## config.mk

```make
export PLATFORM = sky130hd
export DESIGN_NAME = wbrs_seq
export DESIGN_NICKNAME = d
export VERILOG_FILES = /design/src/include/wbrs_pkg.sv /design/src/logic/wbrs_seq.sv
export SDC_FILE = /design/constraint.sdc
export NUM_CORES = 1
export LEC_CHECK = 0
export ABC_AREA = 1
export BUFFER_PORTS_ARGS = -buffer_cell sky130_fd_sc_hd__buf_2
export CORE_MARGIN = 3
export CORE_UTILIZATION = 61
export DETAILED_ROUTE_END_ITERATION = 10
export PLACE_DENSITY_LB_ADDON = 0.3
export SYNTH_ARGS = -nofsm -noshare
export SYNTH_HDL_FRONTEND = slang
export SYNTH_SLANG_ARGS = --single-unit
```

## constraint.sdc

```tcl
create_clock -name pclk -period 2.79 [get_ports pclk]
set_clock_uncertainty 0.2 [all_clocks]
set_input_delay 0.1395 -clock pclk [delete_from_list [all_inputs] [get_ports pclk]]
set_output_delay 0.1395 -clock pclk [all_outputs]
set_load 0.02 [all_outputs]
```

## src/include/wbrs_pkg.sv

```systemverilog
/*
  Constants, register map and carrier types of the watchdog and
  bidirectional reset sequencer.
  Assumes one CPU clock unit per pclk cycle at 10 MHz, and a 32-bit APB.
*/
// Behaviour
// An unserviced, enabled watchdog overflows and starts the internal reset sequence.
// Watchdog reset first completes a bus cycle without ready, or with ready low.
// Watchdog reset aborts a bus cycle whose ready is high after waits.
// Watchdog end latches config bits 12..8 and sets held bits 7..2 to one.
// Watchdog reset is always synchronous whatever the power-down pin level.
// Bidirectional watchdog reset drives reset input low only while power-down pin high.
// Reset output pin goes low at the start of every reset sequence.
// Reset output stays low until the end-of-init instruction completes.
// Bit 3 of the system configuration register enables bidirectional reset.
// The enable bit can be set only before end-of-init has completed.
// With bidirectional enabled, reset input is pulled down for the whole sequence.
// Short bidirectional hardware reset samples filtered input 8 units after the end.
// Bidir software/watchdog reset becomes short hardware reset if input stays low 4 units.
// Power-down pin low at a software/watchdog event blocks the pull-down.
// Power-down pin falling mid-sequence releases reset input; sequence still completes.
// Every reset sequence clears the bidirectional enable bit.
// Filtered input still low after bidir reset starts hardware reset, replacing flags.
// With the pull-up config bit set, power-down pull-up turns on after sequence.
// Weak power-down pull-down is on whenever reset input is low.
// Reset input low with power-down pin low gives asynchronous hardware reset.
// The end-of-sequence sample flags short if high, and long too if low.
// Sequence lasts 1024 units after an initial delay of 16 units.
// All decisions use the filtered reset input, never the raw pin.
package wbrs_pkg;

  localparam int CLK_NS                = 100;
  localparam int CPU_CLOCK_UNIT_NS     = 100;
  localparam int CPU_CLOCK_UNIT_CYCLES = (CPU_CLOCK_UNIT_NS + CLK_NS - 1) / CLK_NS;

  localparam int START_TCL  = 16;
  localparam int SEQ_TCL    = 1024;
  localparam int SAMPLE_TCL = 8;
  localparam int SHORT_TCL  = 4;
  localparam int FILT_TCL   = 4;

  localparam logic [10:0] START_CYC  = 11'(START_TCL * CPU_CLOCK_UNIT_CYCLES);
  localparam logic [10:0] SEQ_CYC    = 11'(SEQ_TCL * CPU_CLOCK_UNIT_CYCLES);
  localparam logic [10:0] SAMPLE_CYC = 11'(SAMPLE_TCL * CPU_CLOCK_UNIT_CYCLES);
  localparam logic [10:0] SHORT_CYC  = 11'(SHORT_TCL * CPU_CLOCK_UNIT_CYCLES);
  localparam logic [2:0]  FILT_CYC   = 3'(FILT_TCL * CPU_CLOCK_UNIT_CYCLES);

  localparam logic [7:0] ADDR_SYSCFG = 8'h00;
  localparam logic [7:0] ADDR_WDTRLD = 8'h04;
  localparam logic [7:0] ADDR_CMD    = 8'h08;
  localparam logic [7:0] ADDR_STATUS = 8'h0C;
  localparam logic [7:0] ADDR_CFGLAT = 8'h10;

  localparam int BIT_BIDIR_EN  = 3;
  localparam int BIT_PWD_CFG   = 5;
  localparam int BIT_WDT_SERV  = 0;
  localparam int BIT_WDT_OFF   = 1;
  localparam int BIT_SW_RESET  = 2;
  localparam int BIT_END_INIT  = 3;

  localparam logic [15:0] WDT_RELOAD_RST = 16'h0000;
  localparam logic [15:0] WDT_TOP        = 16'hFFFF;
  localparam logic [4:0]  CFG_HI_MASK_LO = 5'h1F;
  localparam logic [5:0]  CFG_MID_ONES   = 6'h3F;

  typedef enum logic [2:0] {
    WBRS_R_NONE, WBRS_R_SYSCFG, WBRS_R_WDTRLD, WBRS_R_CMD, WBRS_R_STATUS, WBRS_R_CFGLAT
  } wbrs_reg_t;

  typedef enum logic [1:0] {SRC_HW, SRC_SW, SRC_WDT} wbrs_src_t;

  typedef struct packed {
    logic long_hw;
    logic short_hw;
    logic sw;
    logic wdt;
  } wbrs_flags_t;

  typedef struct packed {
    logic active;
    logic uses_ready;
    logic waits_done;
    logic ready_n;
  } wbrs_bus_t;

endpackage

```

## src/logic/wbrs_seq.sv

```systemverilog
/*
  Watchdog and bidirectional reset sequencer with an APB register slave.
  Assumes all pin inputs are synchronous to pclk and that one CPU clock
  unit equals one pclk cycle.
*/
// Design decisions made here: the APB interface to the registers and the address map.
`timescale 1ns/1ps
module wbrs_seq
  import wbrs_pkg::*;
#(
  parameter int WDT_PRESCALE = 2
) (
  // Clock and reset.
  input  wire logic        pclk,
  input  wire logic        presetn,
  // APB slave.
  input  wire logic        psel,
  input  wire logic        penable,
  input  wire logic        pwrite,
  input  wire logic [7:0]  paddr,
  input  wire logic [31:0] pwdata,
  output logic      [31:0] prdata,
  output logic             pready,
  output logic             pslverr,
  // Reset pins.
  input  wire logic        reset_in_pin,
  output logic             reset_in_out,
  output logic             reset_in_oe_n,
  output logic             reset_out_pin_n,
  input  wire logic        powerdown_reset_pin,
  output logic             rpd_pulldown_en,
  output logic             rpd_pullup_en,
  // External bus and configuration port.
  input  wire wbrs_bus_t   ext_bus,
  output logic             bus_abort,
  input  wire logic [15:0] config_port,
  // Core reset.
  output logic             core_reset,
  output logic             async_reset
);

  typedef enum logic [2:0] {S_IDLE, S_BUSW, S_START, S_SEQ, S_POST, S_EXT, S_CHK, S_ASYNC}
    wbrs_state_t;

  function automatic wbrs_reg_t reg_sel(input logic [7:0] a);
    case (a)
      ADDR_SYSCFG: reg_sel = WBRS_R_SYSCFG;
      ADDR_WDTRLD: reg_sel = WBRS_R_WDTRLD;
      ADDR_CMD:    reg_sel = WBRS_R_CMD;
      ADDR_STATUS: reg_sel = WBRS_R_STATUS;
      ADDR_CFGLAT: reg_sel = WBRS_R_CFGLAT;
      default:     reg_sel = WBRS_R_NONE;
    endcase
  endfunction

  wbrs_state_t  st_q;
  wbrs_src_t    src_q;
  wbrs_flags_t  flags_q;
  logic [10:0]  cnt_q;
  logic         bd_q;
  logic         bd_sel_q;
  logic         bidir_en_q;
  logic         pwd_cfg_q;
  logic         end_of_init_instr_done_q;
  logic [15:0]  wdt_reload_q;
  logic [15:0]  wdt_cnt_q;
  logic         wdt_off_q;
  logic [7:0]   div_q;
  logic [15:0]  cfg_lat_q;
  logic [2:0]   filt_cnt_q;
  logic         filt_q;
  logic         sw_req_q;
  logic [31:0]  prdata_q;
  logic         pready_q;
  logic         pslverr_q;
  logic         reset_out_q;
  logic         oe_n_q;
  logic         pd_q;
  logic         pu_q;
  logic         abort_q;
  logic         core_q;
  logic         async_q;
  logic         drv_lvl_q;

  logic         wr_acc;
  logic         wdt_ovf;
  logic         evt;
  logic         seq_end;
  wbrs_reg_t    wsel;

  assign wsel    = reg_sel(paddr);
  assign wr_acc  = psel & penable & pready_q & pwrite;
  assign wdt_ovf = (st_q == S_IDLE) & ~wdt_off_q & (div_q == 8'(WDT_PRESCALE - 1))
                 & (wdt_cnt_q == WDT_TOP);
  assign evt     = (st_q == S_IDLE) & (wdt_ovf | sw_req_q | ~filt_q);
  assign seq_end = (st_q == S_SEQ) & (cnt_q == SEQ_CYC - 11'h001);

  // Glitch filter: the pin level is passed on only once stable for FILT_CYC cycles.
  always_ff @(posedge pclk or negedge presetn) begin
    if (!presetn) begin
      filt_cnt_q <= 3'h0;
      filt_q     <= 1'b1;
    end else if (reset_in_pin == filt_q) begin
      filt_cnt_q <= 3'h0;
    end else if (filt_cnt_q == FILT_CYC - 3'h1) begin
      filt_cnt_q <= 3'h0;
      filt_q     <= reset_in_pin;
    end else begin
      filt_cnt_q <= filt_cnt_q + 3'h1;
    end
  end

  // APB slave: one wait-free access phase, unmapped addresses answer with an error.
  always_ff @(posedge pclk or negedge presetn) begin
    if (!presetn) begin
      pready_q  <= 1'b0;
      pslverr_q <= 1'b0;
      prdata_q  <= 32'h0000_0000;
    end else begin
      pready_q  <= psel & ~penable;
      pslverr_q <= psel & ~penable & (wsel == WBRS_R_NONE);
      if (psel && !penable) begin
        case (wsel)
          WBRS_R_SYSCFG: prdata_q <= 32'((32'(bidir_en_q) << BIT_BIDIR_EN)
                                        | (32'(pwd_cfg_q) << BIT_PWD_CFG));
          WBRS_R_WDTRLD: prdata_q <= {16'h0000, wdt_reload_q};
          WBRS_R_STATUS: prdata_q <= {20'h00000, flags_q, 1'b0, st_q, end_of_init_instr_done_q,
                                      reset_out_q, filt_q, wdt_off_q};
          WBRS_R_CFGLAT: prdata_q <= {16'h0000, cfg_lat_q};
          default:       prdata_q <= 32'h0000_0000;
        endcase
      end
    end
  end

  // Configuration bits; the enable is cleared by every sequence.
  always_ff @(posedge pclk or negedge presetn) begin
    if (!presetn) begin
      bidir_en_q   <= 1'b0;
      pwd_cfg_q    <= 1'b0;
      wdt_reload_q <= WDT_RELOAD_RST;
    end else if (evt) begin
      bidir_en_q <= 1'b0;
    end else if (wr_acc && wsel == WBRS_R_SYSCFG) begin
      pwd_cfg_q <= pwdata[BIT_PWD_CFG];
      if (!end_of_init_instr_done_q) begin
        bidir_en_q <= pwdata[BIT_BIDIR_EN];
      end
    end else if (wr_acc && wsel == WBRS_R_WDTRLD) begin
      wdt_reload_q <= pwdata[15:0];
    end
  end

  // Command strobes: software reset request and end of initialization.
  always_ff @(posedge pclk or negedge presetn) begin
    if (!presetn) begin
      sw_req_q     <= 1'b0;
      end_of_init_instr_done_q <= 1'b0;
      reset_out_q  <= 1'b0;
    end else begin
      sw_req_q <= wr_acc & (wsel == WBRS_R_CMD) & pwdata[BIT_SW_RESET] & (st_q == S_IDLE);
      if (evt) begin
        end_of_init_instr_done_q <= 1'b0;
        reset_out_q  <= 1'b0;
      end else if (wr_acc && wsel == WBRS_R_CMD && pwdata[BIT_END_INIT]
                   && st_q == S_IDLE) begin
        end_of_init_instr_done_q <= 1'b1;
        reset_out_q  <= 1'b1;
      end
    end
  end

  // Watchdog: counts up on divided ticks, reloads on service, may be switched off
  // only while initialization is still open.
  always_ff @(posedge pclk or negedge presetn) begin
    if (!presetn) begin
      wdt_cnt_q <= WDT_RELOAD_RST;
      wdt_off_q <= 1'b0;
      div_q     <= 8'h00;
    end else if (st_q != S_IDLE) begin
      wdt_cnt_q <= wdt_reload_q;
      wdt_off_q <= 1'b0;
      div_q     <= 8'h00;
    end else begin
      div_q <= (div_q == 8'(WDT_PRESCALE - 1)) ? 8'h00 : div_q + 8'h01;
      if (wr_acc && wsel == WBRS_R_CMD && pwdata[BIT_WDT_SERV]) begin
        wdt_cnt_q <= wdt_reload_q;
      end else if (!wdt_off_q && div_q == 8'(WDT_PRESCALE - 1)) begin
        wdt_cnt_q <= wdt_cnt_q + 16'h0001;
      end
      if (wr_acc && wsel == WBRS_R_CMD && pwdata[BIT_WDT_OFF] && !end_of_init_instr_done_q) begin
        wdt_off_q <= 1'b1;
      end
    end
  end

  // Sequencer: source, phase counter, pull-down selection and flags.
  always_ff @(posedge pclk or negedge presetn) begin
    if (!presetn) begin
      st_q     <= S_IDLE;
      src_q    <= SRC_HW;
      cnt_q    <= 11'h000;
      bd_q     <= 1'b0;
      bd_sel_q <= 1'b0;
      flags_q  <= '0;
      abort_q  <= 1'b0;
    end else begin
      abort_q <= 1'b0;
      cnt_q   <= cnt_q + 11'h001;
      case (st_q)
        S_IDLE: begin
          cnt_q <= 11'h000;
          if (!filt_q && !powerdown_reset_pin) begin
            st_q    <= S_ASYNC;
            bd_q    <= bidir_en_q;
            flags_q <= '{long_hw: 1'b1, short_hw: 1'b1, sw: 1'b1, wdt: 1'b0};
          end else if (!filt_q) begin
            st_q     <= S_START;
            src_q    <= SRC_HW;
            bd_q     <= bidir_en_q;
            bd_sel_q <= bidir_en_q;
            flags_q  <= '{long_hw: 1'b0, short_hw: 1'b1, sw: 1'b1, wdt: 1'b0};
          end else if (wdt_ovf || sw_req_q) begin
            st_q     <= (wdt_ovf && ext_bus.active) ? S_BUSW : S_START;
            src_q    <= wdt_ovf ? SRC_WDT : SRC_SW;
            bd_q     <= bidir_en_q & powerdown_reset_pin;
            bd_sel_q <= bidir_en_q & powerdown_reset_pin;
            flags_q  <= '{long_hw: 1'b0, short_hw: 1'b0, sw: sw_req_q & ~wdt_ovf,
                          wdt: wdt_ovf};
          end
        end
        S_BUSW: begin
          cnt_q <= 11'h000;
          if (!ext_bus.active) begin
            st_q <= S_START;
          end else if (ext_bus.uses_ready && ext_bus.waits_done && ext_bus.ready_n) begin
            abort_q <= 1'b1;
            st_q    <= S_START;
          end
        end
        S_START: begin
          if (cnt_q == START_CYC - 11'h001) begin
            st_q  <= S_SEQ;
            cnt_q <= 11'h000;
          end
        end
        S_SEQ: begin
          if (!powerdown_reset_pin && src_q != SRC_HW) begin
            bd_q <= 1'b0;
          end
          if (src_q == SRC_HW && !filt_q && !powerdown_reset_pin) begin
            st_q    <= S_ASYNC;
            flags_q <= '{long_hw: 1'b1, short_hw: 1'b1, sw: 1'b1, wdt: 1'b0};
          end else if (seq_end) begin
            st_q  <= S_POST;
            bd_q  <= 1'b0;
            cnt_q <= 11'h000;
          end
        end
        S_POST: begin
          if (cnt_q == SAMPLE_CYC - 11'h001) begin
            cnt_q <= 11'h000;
            if (src_q == SRC_HW) begin
              flags_q.long_hw <= ~filt_q;
              st_q            <= filt_q ? S_IDLE : S_EXT;
            end else if (bd_sel_q && !filt_q) begin
              st_q <= S_CHK;
            end else begin
              st_q <= S_IDLE;
            end
          end
        end
        S_EXT: begin
          if (filt_q) begin
            st_q <= S_IDLE;
          end
        end
        S_CHK: begin
          if (filt_q) begin
            st_q <= S_IDLE;
          end else if (cnt_q == SHORT_CYC - 11'h001) begin
            st_q     <= S_START;
            src_q    <= SRC_HW;
            cnt_q    <= 11'h000;
            bd_q     <= 1'b0;
            bd_sel_q <= 1'b0;
            flags_q  <= '{long_hw: 1'b0, short_hw: 1'b1, sw: 1'b1, wdt: 1'b0};
          end
        end
        S_ASYNC: begin
          cnt_q <= 11'h000;
          if (filt_q) begin
            st_q <= S_IDLE;
            bd_q <= 1'b0;
          end
        end
        default: st_q <= S_IDLE;
      endcase
    end
  end

  // Configuration port capture at the end of the sequence.
  always_ff @(posedge pclk or negedge presetn) begin
    if (!presetn) begin
      cfg_lat_q <= 16'h0000;
    end else if (seq_end && src_q == SRC_HW) begin
      cfg_lat_q <= config_port;
    end else if (seq_end) begin
      cfg_lat_q[12:8] <= config_port[12:8] & CFG_HI_MASK_LO;
      cfg_lat_q[7:2]  <= CFG_MID_ONES;
    end
  end

  // Pin and core outputs.
  always_ff @(posedge pclk or negedge presetn) begin
    if (!presetn) begin
      oe_n_q    <= 1'b1;
      pd_q      <= 1'b0;
      pu_q      <= 1'b0;
      core_q    <= 1'b1;
      async_q   <= 1'b0;
      drv_lvl_q <= 1'b0;
    end else begin
      oe_n_q    <= ~(bd_q & (st_q == S_START || st_q == S_SEQ || st_q == S_ASYNC));
      pd_q      <= ~filt_q;
      pu_q      <= pwd_cfg_q & (st_q == S_IDLE);
      core_q    <= (st_q != S_IDLE);
      async_q   <= (st_q == S_ASYNC);
      drv_lvl_q <= 1'b0;
    end
  end

  assign prdata          = prdata_q;
  assign pready          = pready_q;
  assign pslverr         = pslverr_q;
  assign reset_in_out    = drv_lvl_q;
  assign reset_in_oe_n   = oe_n_q;
  assign reset_out_pin_n = reset_out_q;
  assign rpd_pulldown_en = pd_q;
  assign rpd_pullup_en   = pu_q;
  assign bus_abort       = abort_q;
  assign core_reset      = core_q;
  assign async_reset     = async_q;

  localparam int SEQ_LAST = int'(SEQ_CYC) - 1;
  localparam int SMP_LAST = int'(SAMPLE_CYC) - 1;
endmodule

```

==> key figures <==
Run status
  • Status: complete, no violations

Setup path
  • Crit-path cells: ha_1 -> nand3_1 -> inv_1 -> nand3_1 -> nor2_1 -> buf_4 -> nand2_1 -> clkinv_1 -> nand2_1 -> o21ai_0
  • Worst path max stage delay: 410 ps
  • WS Path Type: register to register
  • Crit-path leading delay family: simple AND/OR/NAND/NOR gates
  • Critical Path RT: 2870 ps
  • Reg-to-Reg End: cfg_lat_q[14]
  • Crit Reg-Reg Startpoint: cnt_q[0]
  • CP endpoint kind: register
  • Slowest CP cell: dfrtp_1
  • Critical Path Start Type: register
  • Worst reg2reg path depth: 10
  • Worst path arrival time: 2350 ps
  • R2R Setup Slk: 520 ps
  • Critical-path maximum fanout: 19
  • Critical path buffer and inverter count: 3

Power
  • Internal power: 3.04 mW
  • Sw frac: 0.419
  • Psw: 2.20 mW
  • Leakage Power: 3.77 nW
  • Combinational share of power: 0.395
  • Clock power frac: 0.207
  • Power density cells: 722 nW/um^2
  • Worst VDD drop: 0.604 mV
  • Sequential share of power: 0.397

Placement
  • # port buffers: 75
  • Placed Cells incl. Taps: 1006
  • GP Congestion: 0.950
  • Hpwl dp: 11000 um

Drt
  • Vias per std cell: 5.30
  • Avg WL per Cell: 14.6 um
  • DRC viols: 0
  • Antenna-violating nets left: 0
  • Routed wire length: 15400 um
  • Vias: 5613
  • DR pass1 iterations: 5
  • Drt initial violations: 490

Timing
  • Final setup fails: 0
  • RSZ-0062 raised after global routing: no
  • Final period utilization: 0.812
  • Relative slew slack: 0.509
  • FMAX: 441 MHz
  • Hold Slack: 33.8 ps
  • Worst Max-Slew Pin Slew: 736 ps
  • Slew Limit Fails: 0
  • Setup TNS: 0 ps
  • Final hold vios: 0
  • Min cycle time layout: 2270 ps

Clock network
  • Worst skew pair latency: 400 ps
  • CTS Buf Count: 9
  • Max Root-Sink Buffers: 2
  • CTS Root Cell: clkbuf_8
  • Hold-fix buffers, CTS: 38
  • Post-CTS Resized: 0
  • CTS tree: built
  • CTS Sinks: 111
  • H-tree depth: 3
  • Post-CTS Repair Setup Buffers: 0
  • Clk slew on worst S/H paths: 110 ps

Synth
  • Register area share after synthesis: 0.445
  • Mux contribution to synthesized area: 0
  • Top_reg_cell synth: dfrtp_1
  • XOR/XNOR Fraction of Synth Area: 0.0336
  • Cell count after synthesis: 812
  • Post-Synth Simple-Gate Area: 0.327
  • Yosys reg bits: 111
  • Adder-Cell Fraction of Synth Area: 0.0100
  • Number of enable flip-flop cells after synthesis: 0
  • Post-Syn Area: 6250 um^2
  • Syn. warnings: 0
  • Largest family of logic cells by synthesized area: simple AND/OR/NAND/NOR gates
  • Synth Area in Compound Gates: 0.0747
  • Mapped Avg Cell Area: 7.70 um^2
  • Count of different cell masters after synthesis: 43
  • Ys async rst share: 1.00

Floorplan
  • Initial core utilization: 0.634
  • Core area: 9860 um^2
  • Num ports: 109
  • Die Y: 107 um
  • Die footprint: 11500 um^2
  • Row cnt: 36
  • Die width: 107 um

Global route
  • Pin count of the biggest net entering global routing: 57
  • Total global routing overflow: 0
  • First-pass GRT wire length: 25800 um
  • Initial antenna violation count: 0
  • Overall routing resource usage: 0.284
  • Vias in the first global route: 5521

Run
  • # Max-Cap Violations: 0

Cells and area
  • Area Growth Syn to Fin: 16.1%
  • Fin cells: 1060
  • Post-layout nets: 994
  • N_diodes: 0
  • Fraction of layout instances using a drive strength above 1: 0.154

Hold path
  • Hold_sp: paddr[1]
  • Hold path depth: 5
  • Hold EP: pslverr
  • Hold Crit Class: input pin to register
==> metrics by stage <==
| step | util | setup slack, ps | area, um^2 | power, mW |
|---|---|---|---|---|
| after floorplan | - | 939 | 6310 | 3.70 |
| after detailed placement | 0.674 | 611 | 6650 | 4.12 |
| after CTS | 0.736 | 581 | 7260 | 5.25 |
| final | 0.736 | 523 | 7260 | 5.24 |
| after global placement | 0.674 | 633 | 6650 | 4.05 |
| after global routing | 0.736 | 349 | 7260 | 5.62 |
==> state kept, by name, summed over array words and instances, names as in the netlist, 4 cells and up <==
| register | cells |
|---|---|
| cfg_lat_q | 16 |
| prdata | 16 |
| wdt_cnt_q | 16 |
| wdt_reload_q | 16 |
| cnt_q | 11 |
| div_q | 8 |
| flags_q | 4 |
==> power by group through the flow <==
stage / sequential [mW] / clock, mW / combinational (mW)
2_1_floorplan: 2.02 / 0 / 1.68
3_3_place_gp: 2.09 / 0 / 1.96
3_5_place_dp: 2.11 / 0 / 2.01
4_1_cts: 2.07 / 1.12 / 2.06
5_1_grt: 2.11 / 1.17 / 2.34
6_report: 2.08 / 1.09 / 2.07
==> worst max path at each step <==
stage                 endpoint          from  cells past startpoint
6_report         cfg_lat_q[14]      cnt_q[0]                     10
3_5_place_dp        flags_q[1]       st_q[1]                     10
5_1_grt          cfg_lat_q[14]      cnt_q[0]                     10
2_1_floorplan  wdt_reload_q[6]  wdt_cnt_q[0]                     13
4_1_cts        wdt_reload_q[2]       st_q[1]                     12
3_3_place_gp   wdt_reload_q[4]       st_q[1]                     12
==> logic make-up after synthesis <==
| group | Yosys count |
|---|---|
| simple gates | 439 |
| other cells | 1 |
| compound gates | 86 |
| xor+xnor | 24 |
| fa+ha+maj | 5 |
| buf+inv | 146 |
| flops | 111 |
==> Yosys cell counts, types with 2 or more instances <==
| master | number | area share |
|---|---|---|
| clkinv_1 | 3 | 0.0018 |
| buf_4 | 19 | 0.023 |
| nand4_1 | 9 | 0.0090 |
| nor2_4 | 4 | 0.0072 |
| buf_2 | 8 | 0.0064 |
| nand3b_1 | 14 | 0.017 |
| inv_2 | 7 | 0.0042 |
| clkbuf_1 | 4 | 0.0024 |
| a21oi_1 | 21 | 0.017 |
| nand3_1 | 58 | 0.046 |
| nor2_8 | 2 | 0.0064 |
| nand2_2 | 14 | 0.014 |
| xor2_1 | 14 | 0.020 |
| o211ai_1 | 4 | 0.0048 |
| o22ai_1 | 14 | 0.014 |
| o21ai_1 | 5 | 0.0040 |
| xnor2_1 | 10 | 0.014 |
| nor2_2 | 2 | 0.0020 |
| ha_1 | 5 | 0.010 |
| nor3b_1 | 4 | 0.0048 |
| nand2_4 | 4 | 0.0072 |
| nand3_2 | 2 | 0.0032 |
| nor2_1 | 78 | 0.047 |
| inv_1 | 99 | 0.059 |
| dfstp_2 | 3 | 0.013 |
| buf_6 | 3 | 0.0054 |
| dfrtp_1 | 108 | 0.43 |
| nand2_1 | 225 | 0.14 |
| o21ai_0 | 39 | 0.031 |
| nor3_1 | 16 | 0.013 |
| nand2_8 | 2 | 0.0064 |
==> worst register-to-register path, cell delays in order, from the launching register on <==
cell	delay, ps
dfrtp_1	410
ha_1	280
nand3_1	160
inv_1	80
nand3_1	90
nor2_1	210
buf_4	250
nand2_1	70
clkinv_1	170
nand2_1	110
o21ai_0	150
==> layout by cell type (no fill, tap or decap), types with 3 or more instances in the layout <==
| master | netlist | final |
|---|---|---|
| o22ai_1 | 14 | 14 |
| xnor2_1 | 10 | 10 |
| nand2_4 | 4 | 4 |
| dfrtp_1 | 108 | 108 |
| clkinv_1 | 3 | 3 |
| dfstp_2 | 3 | 3 |
| nand3b_1 | 14 | 14 |
| xor2_1 | 14 | 14 |
| nand3_1 | 58 | 58 |
| conb_1 | 1 | 17 |
| buf_2 | 8 | 74 |
| nand4_1 | 9 | 9 |
| nor3_1 | 16 | 16 |
| dlygate4sd3_1 | 0 | 38 |
| nand2_2 | 14 | 14 |
| nor2_4 | 4 | 4 |
| nor2_1 | 78 | 78 |
| nor3b_1 | 4 | 4 |
| o211ai_1 | 4 | 4 |
| clkbuf_8 | 0 | 9 |
| inv_2 | 7 | 7 |
| buf_4 | 19 | 5 |
| inv_1 | 99 | 99 |
| o21ai_1 | 5 | 5 |
| nand2_1 | 225 | 225 |
| o21ai_0 | 39 | 39 |
| a21oi_1 | 21 | 21 |
| ha_1 | 5 | 5 |
==> metal layers <==
layer | vias up | wire, um | part of all wire | GRT usage
li1 | 2740 | - | - | -
met1 | 2604 | 6450 | 0.42 | 0.360
met2 | 212 | 7580 | 0.49 | 0.475
met3 | 57 | 805 | 0.052 | 0.0506
met4 | 0 | 609 | 0.039 | 0.131
met5 | - | 0 | 0 | 0
==> area by class of cell <==
cell class / instances / area [um^2]
repair buffers: 118 / 808
flip-flops and latches: 111 / 2780
fillers: 750 / 2610
well taps: 133 / 166
inverters: 111 / 432
clock inverters: 7 / 101
clock buffers: 9 / 124
multi-input cells: 571 / 2850
(Power assumes the default switching activity.)
